`config.mk`:
```
export PLATFORM = sky130hd
export DESIGN_NAME = arc_async_rx_confirm_and_irq
export DESIGN_NICKNAME = d
export VERILOG_FILES = /design/src/design/arc_pkg.sv /design/src/design/arc_async_rx_confirm_and_irq.sv
export SDC_FILE = /design/constraint.sdc
export NUM_CORES = 1
export LEC_CHECK = 0
export BUFFER_PORTS_ARGS = -buffer_cell sky130_fd_sc_hd__buf_4
export CAP_MARGIN = 40
export CORE_UTILIZATION = 53
export CTS_BUF_LIST = sky130_fd_sc_hd__clkbuf_8
export DETAILED_ROUTE_END_ITERATION = 8
export GPL_TIMING_DRIVEN = 0
export PLACE_DENSITY = 0.89
export SLEW_MARGIN = 20
export SYNTH_ARGS = -nofsm -noshare
export SYNTH_HDL_FRONTEND = slang
export SYNTH_SLANG_ARGS = --single-unit
```
`constraint.sdc`:
```
create_clock -name clk -period 11.9 [get_ports clk]
set_input_delay 0.595 -clock clk [delete_from_list [all_inputs] [get_ports clk]]
set_output_delay 0.595 -clock clk [all_outputs]
set_load 0.05 [all_outputs]
```
`src/design/arc_pkg.sv`:
```
// Shared constants and carrier types for the receive-record framer and interrupt block.
// Assumes one 10 MHz clock domain and a quadlet-wide receive queue writer downstream.
package arc_pkg;

    // Register byte offsets on the host bus.
    localparam logic [5:0] OFF_GLOBAL_SUMMARY_REG   = 6'h00;
    localparam logic [5:0] OFF_LINK_PHY_EVENT_FLAGS = 6'h04;
    localparam logic [5:0] OFF_AV_TX_EVENT_FLAGS    = 6'h08;
    localparam logic [5:0] OFF_AV_RX_EVENT_FLAGS    = 6'h0c;
    localparam logic [5:0] OFF_ASYNC_EVENT_FLAGS    = 6'h10;
    localparam logic [5:0] OFF_LINK_PHY_EVENT_EN    = 6'h14;
    localparam logic [5:0] OFF_AV_TX_EVENT_EN       = 6'h18;
    localparam logic [5:0] OFF_AV_RX_EVENT_EN       = 6'h1c;
    localparam logic [5:0] OFF_ASYNC_EVENT_EN       = 6'h20;

    // Reset values.
    localparam logic [31:0] RST_FLAGS  = 32'h0000_0000;
    localparam logic [31:0] RST_ENABLE = 32'h0000_0000;

    // Area order inside the summary nibble.
    localparam int AREA_LINK_PHY = 0;
    localparam int AREA_AV_TX    = 1;
    localparam int AREA_AV_RX    = 2;
    localparam int AREA_ASYNC    = 3;
    localparam int NUM_AREAS     = 4;

    // Own events in the async area.
    localparam int ASY_BIT_REQ_RECORD  = 0;
    localparam int ASY_BIT_RESP_RECORD = 1;

    // Packet header fields.
    localparam int TCODE_LSB   = 4;
    localparam int ACK_LSB     = 28;
    localparam int EXT_TC_BITS = 16;
    localparam logic [3:0] TCODE_LOCK_REQ  = 4'h9;
    localparam logic [3:0] TCODE_LOCK_RESP = 4'hb;
    localparam logic [3:0] TCODE_SYNTH     = 4'he;
    localparam logic [31:0] SYNTH_HEADER   = 32'h0000_00e0;
    localparam logic [2:0]  IDX_EXT_TCODE  = 3'h3;
    localparam logic [2:0]  IDX_PHY_CHECK  = 3'h1;

    // Acknowledge encodings.
    localparam logic [3:0] ACK_COMPLETE   = 4'h1;
    localparam logic [3:0] ACK_PENDING    = 4'h2;
    localparam logic [3:0] ACK_DATA_ERROR = 4'hd;
    localparam logic [3:0] ACK_TYPE_ERROR = 4'he;

    // Confirmation codes.
    localparam logic [3:0] CONF_NO_ACK     = 4'h0;
    localparam logic [3:0] CONF_COMPLETE   = 4'h1;
    localparam logic [3:0] CONF_PENDING    = 4'h2;
    localparam logic [3:0] CONF_RETRY_OUT  = 4'h4;
    localparam logic [3:0] CONF_DATA_ERROR = 4'hd;
    localparam logic [3:0] CONF_TYPE_ERROR = 4'he;

    typedef enum logic [1:0] {
        ARC_KIND_BLOCK  = 2'h0,
        ARC_KIND_SELFID = 2'h1,
        ARC_KIND_PHY    = 2'h2
    } arc_kind_t;

    typedef enum logic [1:0] {
        ARC_ST_IDLE   = 2'h0,
        ARC_ST_BODY   = 2'h1,
        ARC_ST_STATUS = 2'h3
    } arc_state_t;

    typedef struct packed {
        logic        valid;
        logic        first;
        logic        last;
        logic        resp;
        logic        err;
        arc_kind_t   kind;
        logic [3:0]  ack;
        logic [31:0] quad;
    } arc_rx_t;

    typedef struct packed {
        logic       done;
        logic       resp;
        logic       bcast;
        logic       noAck;
        logic       retryOut;
        logic [3:0] ack;
    } arc_conf_t;

    typedef struct packed {
        logic        valid;
        logic        resp;
        logic        last;
        logic [31:0] data;
    } arc_qwr_t;

endpackage

```
`src/design/arc_async_rx_confirm_and_irq.sv`:
```
// Receive-record framer, transmit confirmation builder and host interrupt collector.
// Assumes same-clock producers for receive quadlets, confirmations and area events.
//
// Our own choices: the placing of the registers and the Avalon-MM interface to the registers.
module arc_async_rx_confirm_and_irq #(
    parameter int AREA_BITS = 32
) (
    // Clock and reset.
    input  wire logic                          clk,
    input  wire logic                          sys_rst,
    // Avalon-MM register slave.
    input  wire logic [5:0]                    avs_address,
    input  wire logic                          avs_read,
    input  wire logic                          avs_write,
    input  wire logic [31:0]                   avs_writedata,
    input  wire logic [3:0]                    avs_byteenable,
    output logic      [31:0]                   avs_readdata,
    output logic                               avs_waitrequest,
    // Received packet quadlets.
    input  wire arc_pkg::arc_rx_t              rxIn,
    output logic                               rxReady,
    // Transmit results.
    input  wire arc_pkg::arc_conf_t            confIn,
    output logic                               confReady,
    // Receive queue write port.
    output arc_pkg::arc_qwr_t                  qOut,
    input  wire logic                          qReady,
    // Area events and host interrupt.
    input  wire logic [3:0][AREA_BITS-1:0]     areaEvt,
    output logic                               host_irq_n
);
    import arc_pkg::*;

    arc_state_t  state_q;
    arc_state_t  state_d;
    arc_qwr_t    qOut_q;
    arc_kind_t   kind_q;
    logic        resp_q;
    logic        err_q;
    logic [3:0]  ack_q;
    logic [3:0]  tcode_q;
    logic [2:0]  idx_q;
    logic [31:0] phyFirst_q;
    logic        confPend_q;
    logic        confResp_q;
    logic [3:0]  confCode_q;
    logic [3:0][AREA_BITS-1:0] flags_q;
    logic [3:0][AREA_BITS-1:0] enable_q;
    logic        irqN_q;
    logic        busDone_q;
    logic [31:0] rdData_q;

    // Output register and framer.
    wire outFree   = !qOut_q.valid || qReady;
    wire startRx   = rxIn.valid && rxIn.first;
    wire inIdle    = state_q == ARC_ST_IDLE;
    wire confGo    = inIdle && confPend_q && outFree;
    wire startGo   = inIdle && !confPend_q && startRx && outFree;
    wire hdrGo     = startGo && rxIn.kind != ARC_KIND_BLOCK;
    wire takeRx    = state_q == ARC_ST_BODY && rxIn.valid && outFree;
    wire statusGo  = state_q == ARC_ST_STATUS && outFree;
    wire isLock    = tcode_q == TCODE_LOCK_REQ || tcode_q == TCODE_LOCK_RESP;
    wire extZero   = kind_q == ARC_KIND_BLOCK && idx_q == IDX_EXT_TCODE && !isLock;
    wire phyCheck  = kind_q == ARC_KIND_PHY && idx_q == IDX_PHY_CHECK;
    wire phyBad    = phyCheck && rxIn.quad != ~phyFirst_q;
    wire storeRx   = takeRx && (kind_q != ARC_KIND_PHY || idx_q == 3'h0);
    wire [31:0] rxQuad = extZero ?
        {rxIn.quad[31:EXT_TC_BITS], {EXT_TC_BITS{1'b0}}} : rxIn.quad;
    wire [3:0]  statusAck = (kind_q == ARC_KIND_BLOCK) ? ack_q :
        (err_q ? ACK_DATA_ERROR : ACK_COMPLETE);
    wire        emitValid = confGo || hdrGo || storeRx || statusGo;
    wire        emitResp  = confGo ? confResp_q : (hdrGo ? rxIn.resp : resp_q);
    wire        emitLast  = confGo || statusGo;
    wire [31:0] emitData  = confGo ? {28'h000_0000, confCode_q} :
        hdrGo ? SYNTH_HEADER :
        storeRx ? rxQuad :
        {statusAck, 28'h000_0000};
    wire recDone = emitValid && emitLast;

    assign rxReady   = takeRx || (startGo && rxIn.kind == ARC_KIND_SELFID && 1'b0);
    assign confReady = !confPend_q;
    assign qOut      = qOut_q;

    always_comb begin
        state_d = state_q;
        case (state_q)
            ARC_ST_IDLE:   if (startGo) state_d = ARC_ST_BODY;
            ARC_ST_BODY:   if (takeRx && rxIn.last) state_d = ARC_ST_STATUS;
            ARC_ST_STATUS: if (statusGo) state_d = ARC_ST_IDLE;
            default:       state_d = ARC_ST_IDLE;
        endcase
    end

    always_ff @(posedge clk or posedge sys_rst) begin
        if (sys_rst) begin
            state_q <= ARC_ST_IDLE;
            qOut_q  <= '0;
        end else begin
            state_q <= state_d;
            if (outFree) begin
                qOut_q <= '{valid: emitValid, resp: emitResp, last: emitLast, data: emitData};
            end
        end
    end

    // Per-record context, latched when a record opens and updated as its quadlets are taken.
    always_ff @(posedge clk or posedge sys_rst) begin
        if (sys_rst) begin
            kind_q     <= ARC_KIND_BLOCK;
            resp_q     <= 1'b0;
            err_q      <= 1'b0;
            ack_q      <= 4'h0;
            tcode_q    <= 4'h0;
            idx_q      <= 3'h0;
            phyFirst_q <= 32'h0000_0000;
        end else if (startGo) begin
            kind_q  <= rxIn.kind;
            resp_q  <= rxIn.resp;
            err_q   <= 1'b0;
            idx_q   <= 3'h0;
            tcode_q <= rxIn.quad[TCODE_LSB +: 4];
        end else if (takeRx) begin
            if (idx_q != 3'h7) begin
                idx_q <= idx_q + 3'h1;
            end
            if (idx_q == 3'h0) begin
                phyFirst_q <= rxIn.quad;
            end
            err_q <= err_q || rxIn.err || phyBad;
            if (rxIn.last) begin
                ack_q <= rxIn.ack;
            end
        end
    end

    // Confirmation builder; one slot, back-pressured while occupied.
    logic [3:0] confCode;
    always_comb begin
        if (confIn.retryOut) begin
            confCode = CONF_RETRY_OUT;
        end else if (confIn.bcast) begin
            confCode = CONF_COMPLETE;
        end else if (confIn.noAck) begin
            confCode = CONF_NO_ACK;
        end else begin
            case (confIn.ack)
                ACK_COMPLETE:   confCode = CONF_COMPLETE;
                ACK_PENDING:    confCode = CONF_PENDING;
                ACK_DATA_ERROR: confCode = CONF_DATA_ERROR;
                ACK_TYPE_ERROR: confCode = CONF_TYPE_ERROR;
                default:        confCode = CONF_RETRY_OUT;
            endcase
        end
    end

    always_ff @(posedge clk or posedge sys_rst) begin
        if (sys_rst) begin
            confPend_q <= 1'b0;
            confResp_q <= 1'b0;
            confCode_q <= 4'h0;
        end else if (confIn.done && confReady) begin
            confPend_q <= 1'b1;
            confResp_q <= confIn.resp;
            confCode_q <= confCode;
        end else if (confGo) begin
            confPend_q <= 1'b0;
        end
    end

    // Register bus: one wait cycle, then the answer.
    wire busReq   = avs_read || avs_write;
    wire busTake  = busReq && busDone_q;
    wire fullWord = avs_byteenable == 4'hf;
    wire wrTake   = busTake && avs_write && fullWord;
    assign avs_waitrequest = busReq && !busDone_q;
    assign avs_readdata    = rdData_q;

    logic [3:0] summary;
    logic [3:0] flagSel;
    logic [3:0] enSel;
    logic [3:0][AREA_BITS-1:0] ownEvt;
    always_comb begin
        ownEvt = '0;
        ownEvt[AREA_ASYNC][ASY_BIT_REQ_RECORD]  = recDone && !emitResp;
        ownEvt[AREA_ASYNC][ASY_BIT_RESP_RECORD] = recDone && emitResp;
    end

    genvar a;
    generate
        for (a = 0; a < NUM_AREAS; a++) begin : gArea
            assign flagSel[a] = avs_address == OFF_LINK_PHY_EVENT_FLAGS + 6'(4 * a);
            assign enSel[a]   = avs_address == OFF_LINK_PHY_EVENT_EN + 6'(4 * a);
            assign summary[a] = |(flags_q[a] & enable_q[a]);
            wire [AREA_BITS-1:0] clr = (wrTake && flagSel[a]) ?
                avs_writedata[AREA_BITS-1:0] : '0;
            always_ff @(posedge clk or posedge sys_rst) begin
                if (sys_rst) begin
                    flags_q[a]  <= AREA_BITS'(RST_FLAGS);
                    enable_q[a] <= AREA_BITS'(RST_ENABLE);
                end else begin
                    flags_q[a] <= (flags_q[a] & ~clr) | areaEvt[a] | ownEvt[a];
                    if (wrTake && enSel[a]) begin
                        enable_q[a] <= avs_writedata[AREA_BITS-1:0];
                    end
                end
            end
        end
    endgenerate

    logic [31:0] rdMux;
    always_comb begin
        rdMux = 32'h0000_0000;
        if (avs_address == OFF_GLOBAL_SUMMARY_REG) begin
            rdMux = {28'h000_0000, summary};
        end
        for (int i = 0; i < NUM_AREAS; i++) begin
            if (flagSel[i]) begin
                rdMux = 32'(flags_q[i]);
            end
            if (enSel[i]) begin
                rdMux = 32'(enable_q[i]);
            end
        end
    end

    always_ff @(posedge clk or posedge sys_rst) begin
        if (sys_rst) begin
            busDone_q <= 1'b0;
            rdData_q  <= 32'h0000_0000;
            irqN_q    <= 1'b1;
        end else begin
            busDone_q <= busReq && !busDone_q;
            if (busReq && !busDone_q) begin
                rdData_q <= rdMux;
            end
            irqN_q <= ~|summary;
        end
    end

    assign host_irq_n = irqN_q;

endmodule

```
==> reports/results.txt <==
The run finished with clean final reports. At the later pin of the worst-skew pair, clock insertion delay measures 600 ps. The post-detailed-route wirelength per cell was 26.4 µm; the total negative slack was 0 ps. For the pin with the worst max-slew slack, the measured transition is 842 ps. The remaining antenna violation count after routing was 0. The run gives 0 as the quantity of hold-fixing buffers added after cts.

Of the available clock period, the critical path in the final layout requires 25.2%. For the final core utilization, the log shows 67.6%. The tools report the total number of clock tree sinks as 379. The first-pass GRT wire length was 90300 µm. The number of different library cells used by synthesis comes to 61.

The number of vias after detailed routing is 15213, and the combinational fraction of design power is 24.3%. Of the synthesized area, sequential elements account for 54.9%. The total routing usage reported by global routing is 36.7%, and the final worst setup slack is 8900 ps.

TritonCTS built the clock tree. The run gives 0 as the total count of hold-check failures in the final report. The logs give 43.9% for the max-slew headroom at the worst pin and 2326 for the final non-filler cell total. The net load switching power was 1.22 mW; the minimum clock period after layout was 3000 ps.

Number of buffers created by CTS: 66. The floorplan step set the die width to 183 µm. Post-CTS timing repair inserted 0 buffers for setup.

In this run the tool buffered the top-level ports with 294 buffer cells. Net switching is 33.4% of the power. Detailed placement ended at an HPWL of 44000 µm. Startpoint class of the critical path: a flop. For this run, the number of Yosys warnings is 0. The critical path in this run is classified as flop to primary output. The number of search-and-repair iterations in the first detailed-routing pass came out at 6. Clock tree synthesis selected as its root buffer the cell clkbuf_8.

The I/O pin total is 298, and the number of buffers between clock root and the deepest sink is 3. The largest net degree at the start of global routing is 97, and the final routed DRC violation total is 0. The placed instance area was 20200 µm²; the final-stage net count was 2072. The worst setup path is captured at a primary output. The total die area was 33300 µm²; the area added between synthesis and finish was 24.4%.

For the total standard cell area after synthesis, the log shows 17300 µm². The library cells used most frequently in the layout, excluding fill and tap cells, are dfrtp_1, buf_4, nand2_1. The leftover overflow at the end of global routing is 0. The detailed router put a total of 22600 µm of wire on met1. When the netlist entered floorplanning its net count stood at 1705.

The run gives 0 as the final max-slew violation count. Data arrives at the worst endpoint at 2410 ps. After detailed routing, the total wire length is 61500 µm. The placement row count was 65. After detailed routing, the met3 layer carries 7230 µm of wire. Routability-driven placement finished with a final weighted congestion of 1.00.

The tools report the via count of the first global-routing pass as 15226. In the post-synthesis netlist, the biggest area contributors are dfrtp_1, mux2_2, a21o_1. The min-delay analysis places its worst path in the category input pin to async pin. The count of final setup violators is 0. The run gives 0 as the number of max-cap violations.

Leaving out fill and tap cells, the most frequent cell in the layout is dfrtp_1. Timing analysis after detailed placement gives a worst setup slack of 8870 ps. For this run, the top clock speed supported by timing is 333 MHz. The tools report the register share of total power as 42.6%.

The worst register-to-register path begins at qOut[34]. The total placed cells including tap cells is 2206, and the area of the placeable core is 31800 µm². Counting flops and latches in the post-synthesis netlist gives 379. Number of cells produced by synthesis: 1473.

The most critical setup path has its startpoint at busDone_q. The mean instance size in the synthesized netlist was 11.7 µm²; the post-cts gate resize count was 0. For this design the ratio of total power to cell area is 170 nW/µm². The completed layout was analyzed and its total power is 3.65 mW. Using the TritonRoute via totals, the vias-per-cell ratio works out to 6.54.

Of all nets on the critical path, the largest fanout is 11. The vertical die dimension is 183 µm, and the H-tree depth reported by CTS is 3. Counting flops with an async set or reset pin after synthesis yields a share of 100%. The tools report the total met2 wirelength after detailed routing as 28000 µm.

IR analysis of the VDD net gives a maximum drop of 0.182 mV. The biggest area contributor in the post-synthesis netlist is dfrtp_1. For the number of antenna violations at the first check in global routing, the log shows 4. For this design the static power due to leakage is 9.28 nW.

Counting flops with a built-in enable in the synthesized netlist gives 0. The required time of the critical path is 11310 ps. The cell area after layout was 21500 µm². Setup repair after global routing left no endpoint under its margin.

Among all flip-flop cells after synthesis, the most frequent one is dfrtp_1. Of the cells placed in the final design, the portion with a size suffix greater than 1 is 33.1%. The highest routed metal layer is met5.

Of the total power, the clock network draws 33.1%. Across all hold checks on the routed design, the worst slack comes to 30.3 ps. Once the floorplan was initialized, standard cells occupied 54.4% of the core. The clock skew after layout is 35.9 ps, and the clock-pin slew on the worst setup and hold paths is 60 ps. The top-area cell type share of the netlist area was 54.7%; the internal power component was 2.43 mW. The number of DRC markers after the initial detailed-route iteration was 1720.
-- state kept, by name, summed over array words and instances, names as in the netlist, 3 cells and up --
| register | count |
|---|---|
| phyFirst_q | 32 |
| qOut | 35 |
| enable_q | 128 |
| flags_q | 128 |
| tcode_q | 3 |
| avs_readdata | 32 |
| ack_q | 4 |
| idx_q | 3 |
| confCode_q | 4 |
-- logic make-up (layout without fill, tap and decap cells) --
kind of cell,Yosys count,count (layout),share of synthesized area (%)
AOI/OAI and AO/OA,472,472,20.7
xor gates and xnor gates,34,34,1.72
adders and majority gates,5,5,0.362
buffers and inverters,96,512,2.57
DFF,379,379,54.9
muxes,176,176,11.4
other,0,2,0
and+or+nand+nor,311,311,8.37
-- area by class of cell --
| cell class | instances | area, µm² |
|---|---|---|
| multi-input combinational | 998 | 7360 |
| clock inverter | 35 | 211 |
| fill | 2259 | 10300 |
| antenna | 2 | 5.00 |
| clock buffer | 82 | 1130 |
| buffer | 87 | 410 |
| timing repair buffer | 299 | 2320 |
| inverter | 9 | 41.3 |
| tap | 435 | 544 |
| sequential | 379 | 9490 |
-- final timing paths --
kind / endpoint / slack, ps / depth (start not counted)
worst min-delay path: phyFirst_q[26] / 30 / 2
worst min register to register: confCode_q[3] / 490 / 2
worst max-delay path: avs_waitrequest / 8900 / 4
worst max register to register: phyFirst_q[22] / 9450 / 5
max in group asynchronous: enable_q[47] / 10720 / 4
min in group clk: flags_q[77] / 170 / 2
-- cell usage after synthesis (all sizes together) (2+ instances only) --
| cell type | n |
|---|---|
| nor4bb | 2 |
| a21o | 130 |
| a22o | 25 |
| or4b | 2 |
| o21a | 5 |
| nor3 | 12 |
| o2bb2ai | 27 |
| ha | 5 |
| clkbuf | 41 |
| nand3 | 9 |
| nand4 | 19 |
| a31oi | 29 |
| nor2b | 7 |
| and3 | 2 |
| and2 | 5 |
| o221ai | 4 |
| buf | 46 |
| nor4 | 15 |
| a21oi | 40 |
| and4 | 3 |
| a32oi | 33 |
| nand3b | 3 |
| a22oi | 66 |
| o22ai | 54 |
| nor2 | 60 |
| nand2b | 5 |
| nand2 | 161 |
| o21ai | 14 |
| mux2 | 170 |
| o2111ai | 2 |
| o41ai | 2 |
| dfrtp | 378 |
| mux2i | 6 |
| a211oi | 4 |
| o211ai | 3 |
| a221o | 31 |
| xnor2 | 33 |
| nor4b | 3 |
| inv | 9 |
-- layer usage --
layer / vias to the layer above / GRT usage [%]
met5: - / 0
met4: 6 / 21.4
met3: 270 / 9.82
met2: 1130 / 56.8
met1: 7513 / 46.5
li1: 6294 / -
-- worst max-delay path, stage by stage (launching register included) --
cell and delay, ps:
dfrtp_1 400, o21bai_1 340, inv_2 250, buf_1 510, buf_4 310
-- power groups by stage --
stage	Sequential (mW)	Clock [mW]	Combinational (mW)
after floorplan	1.74	0	0.372
after global placement	1.56	0	0.839
after detailed placement	1.57	0	0.871
after CTS	1.55	1.21	0.878
after global routing	1.57	1.27	0.934
final	1.55	1.21	0.885
(Power assumes the default switching activity.)
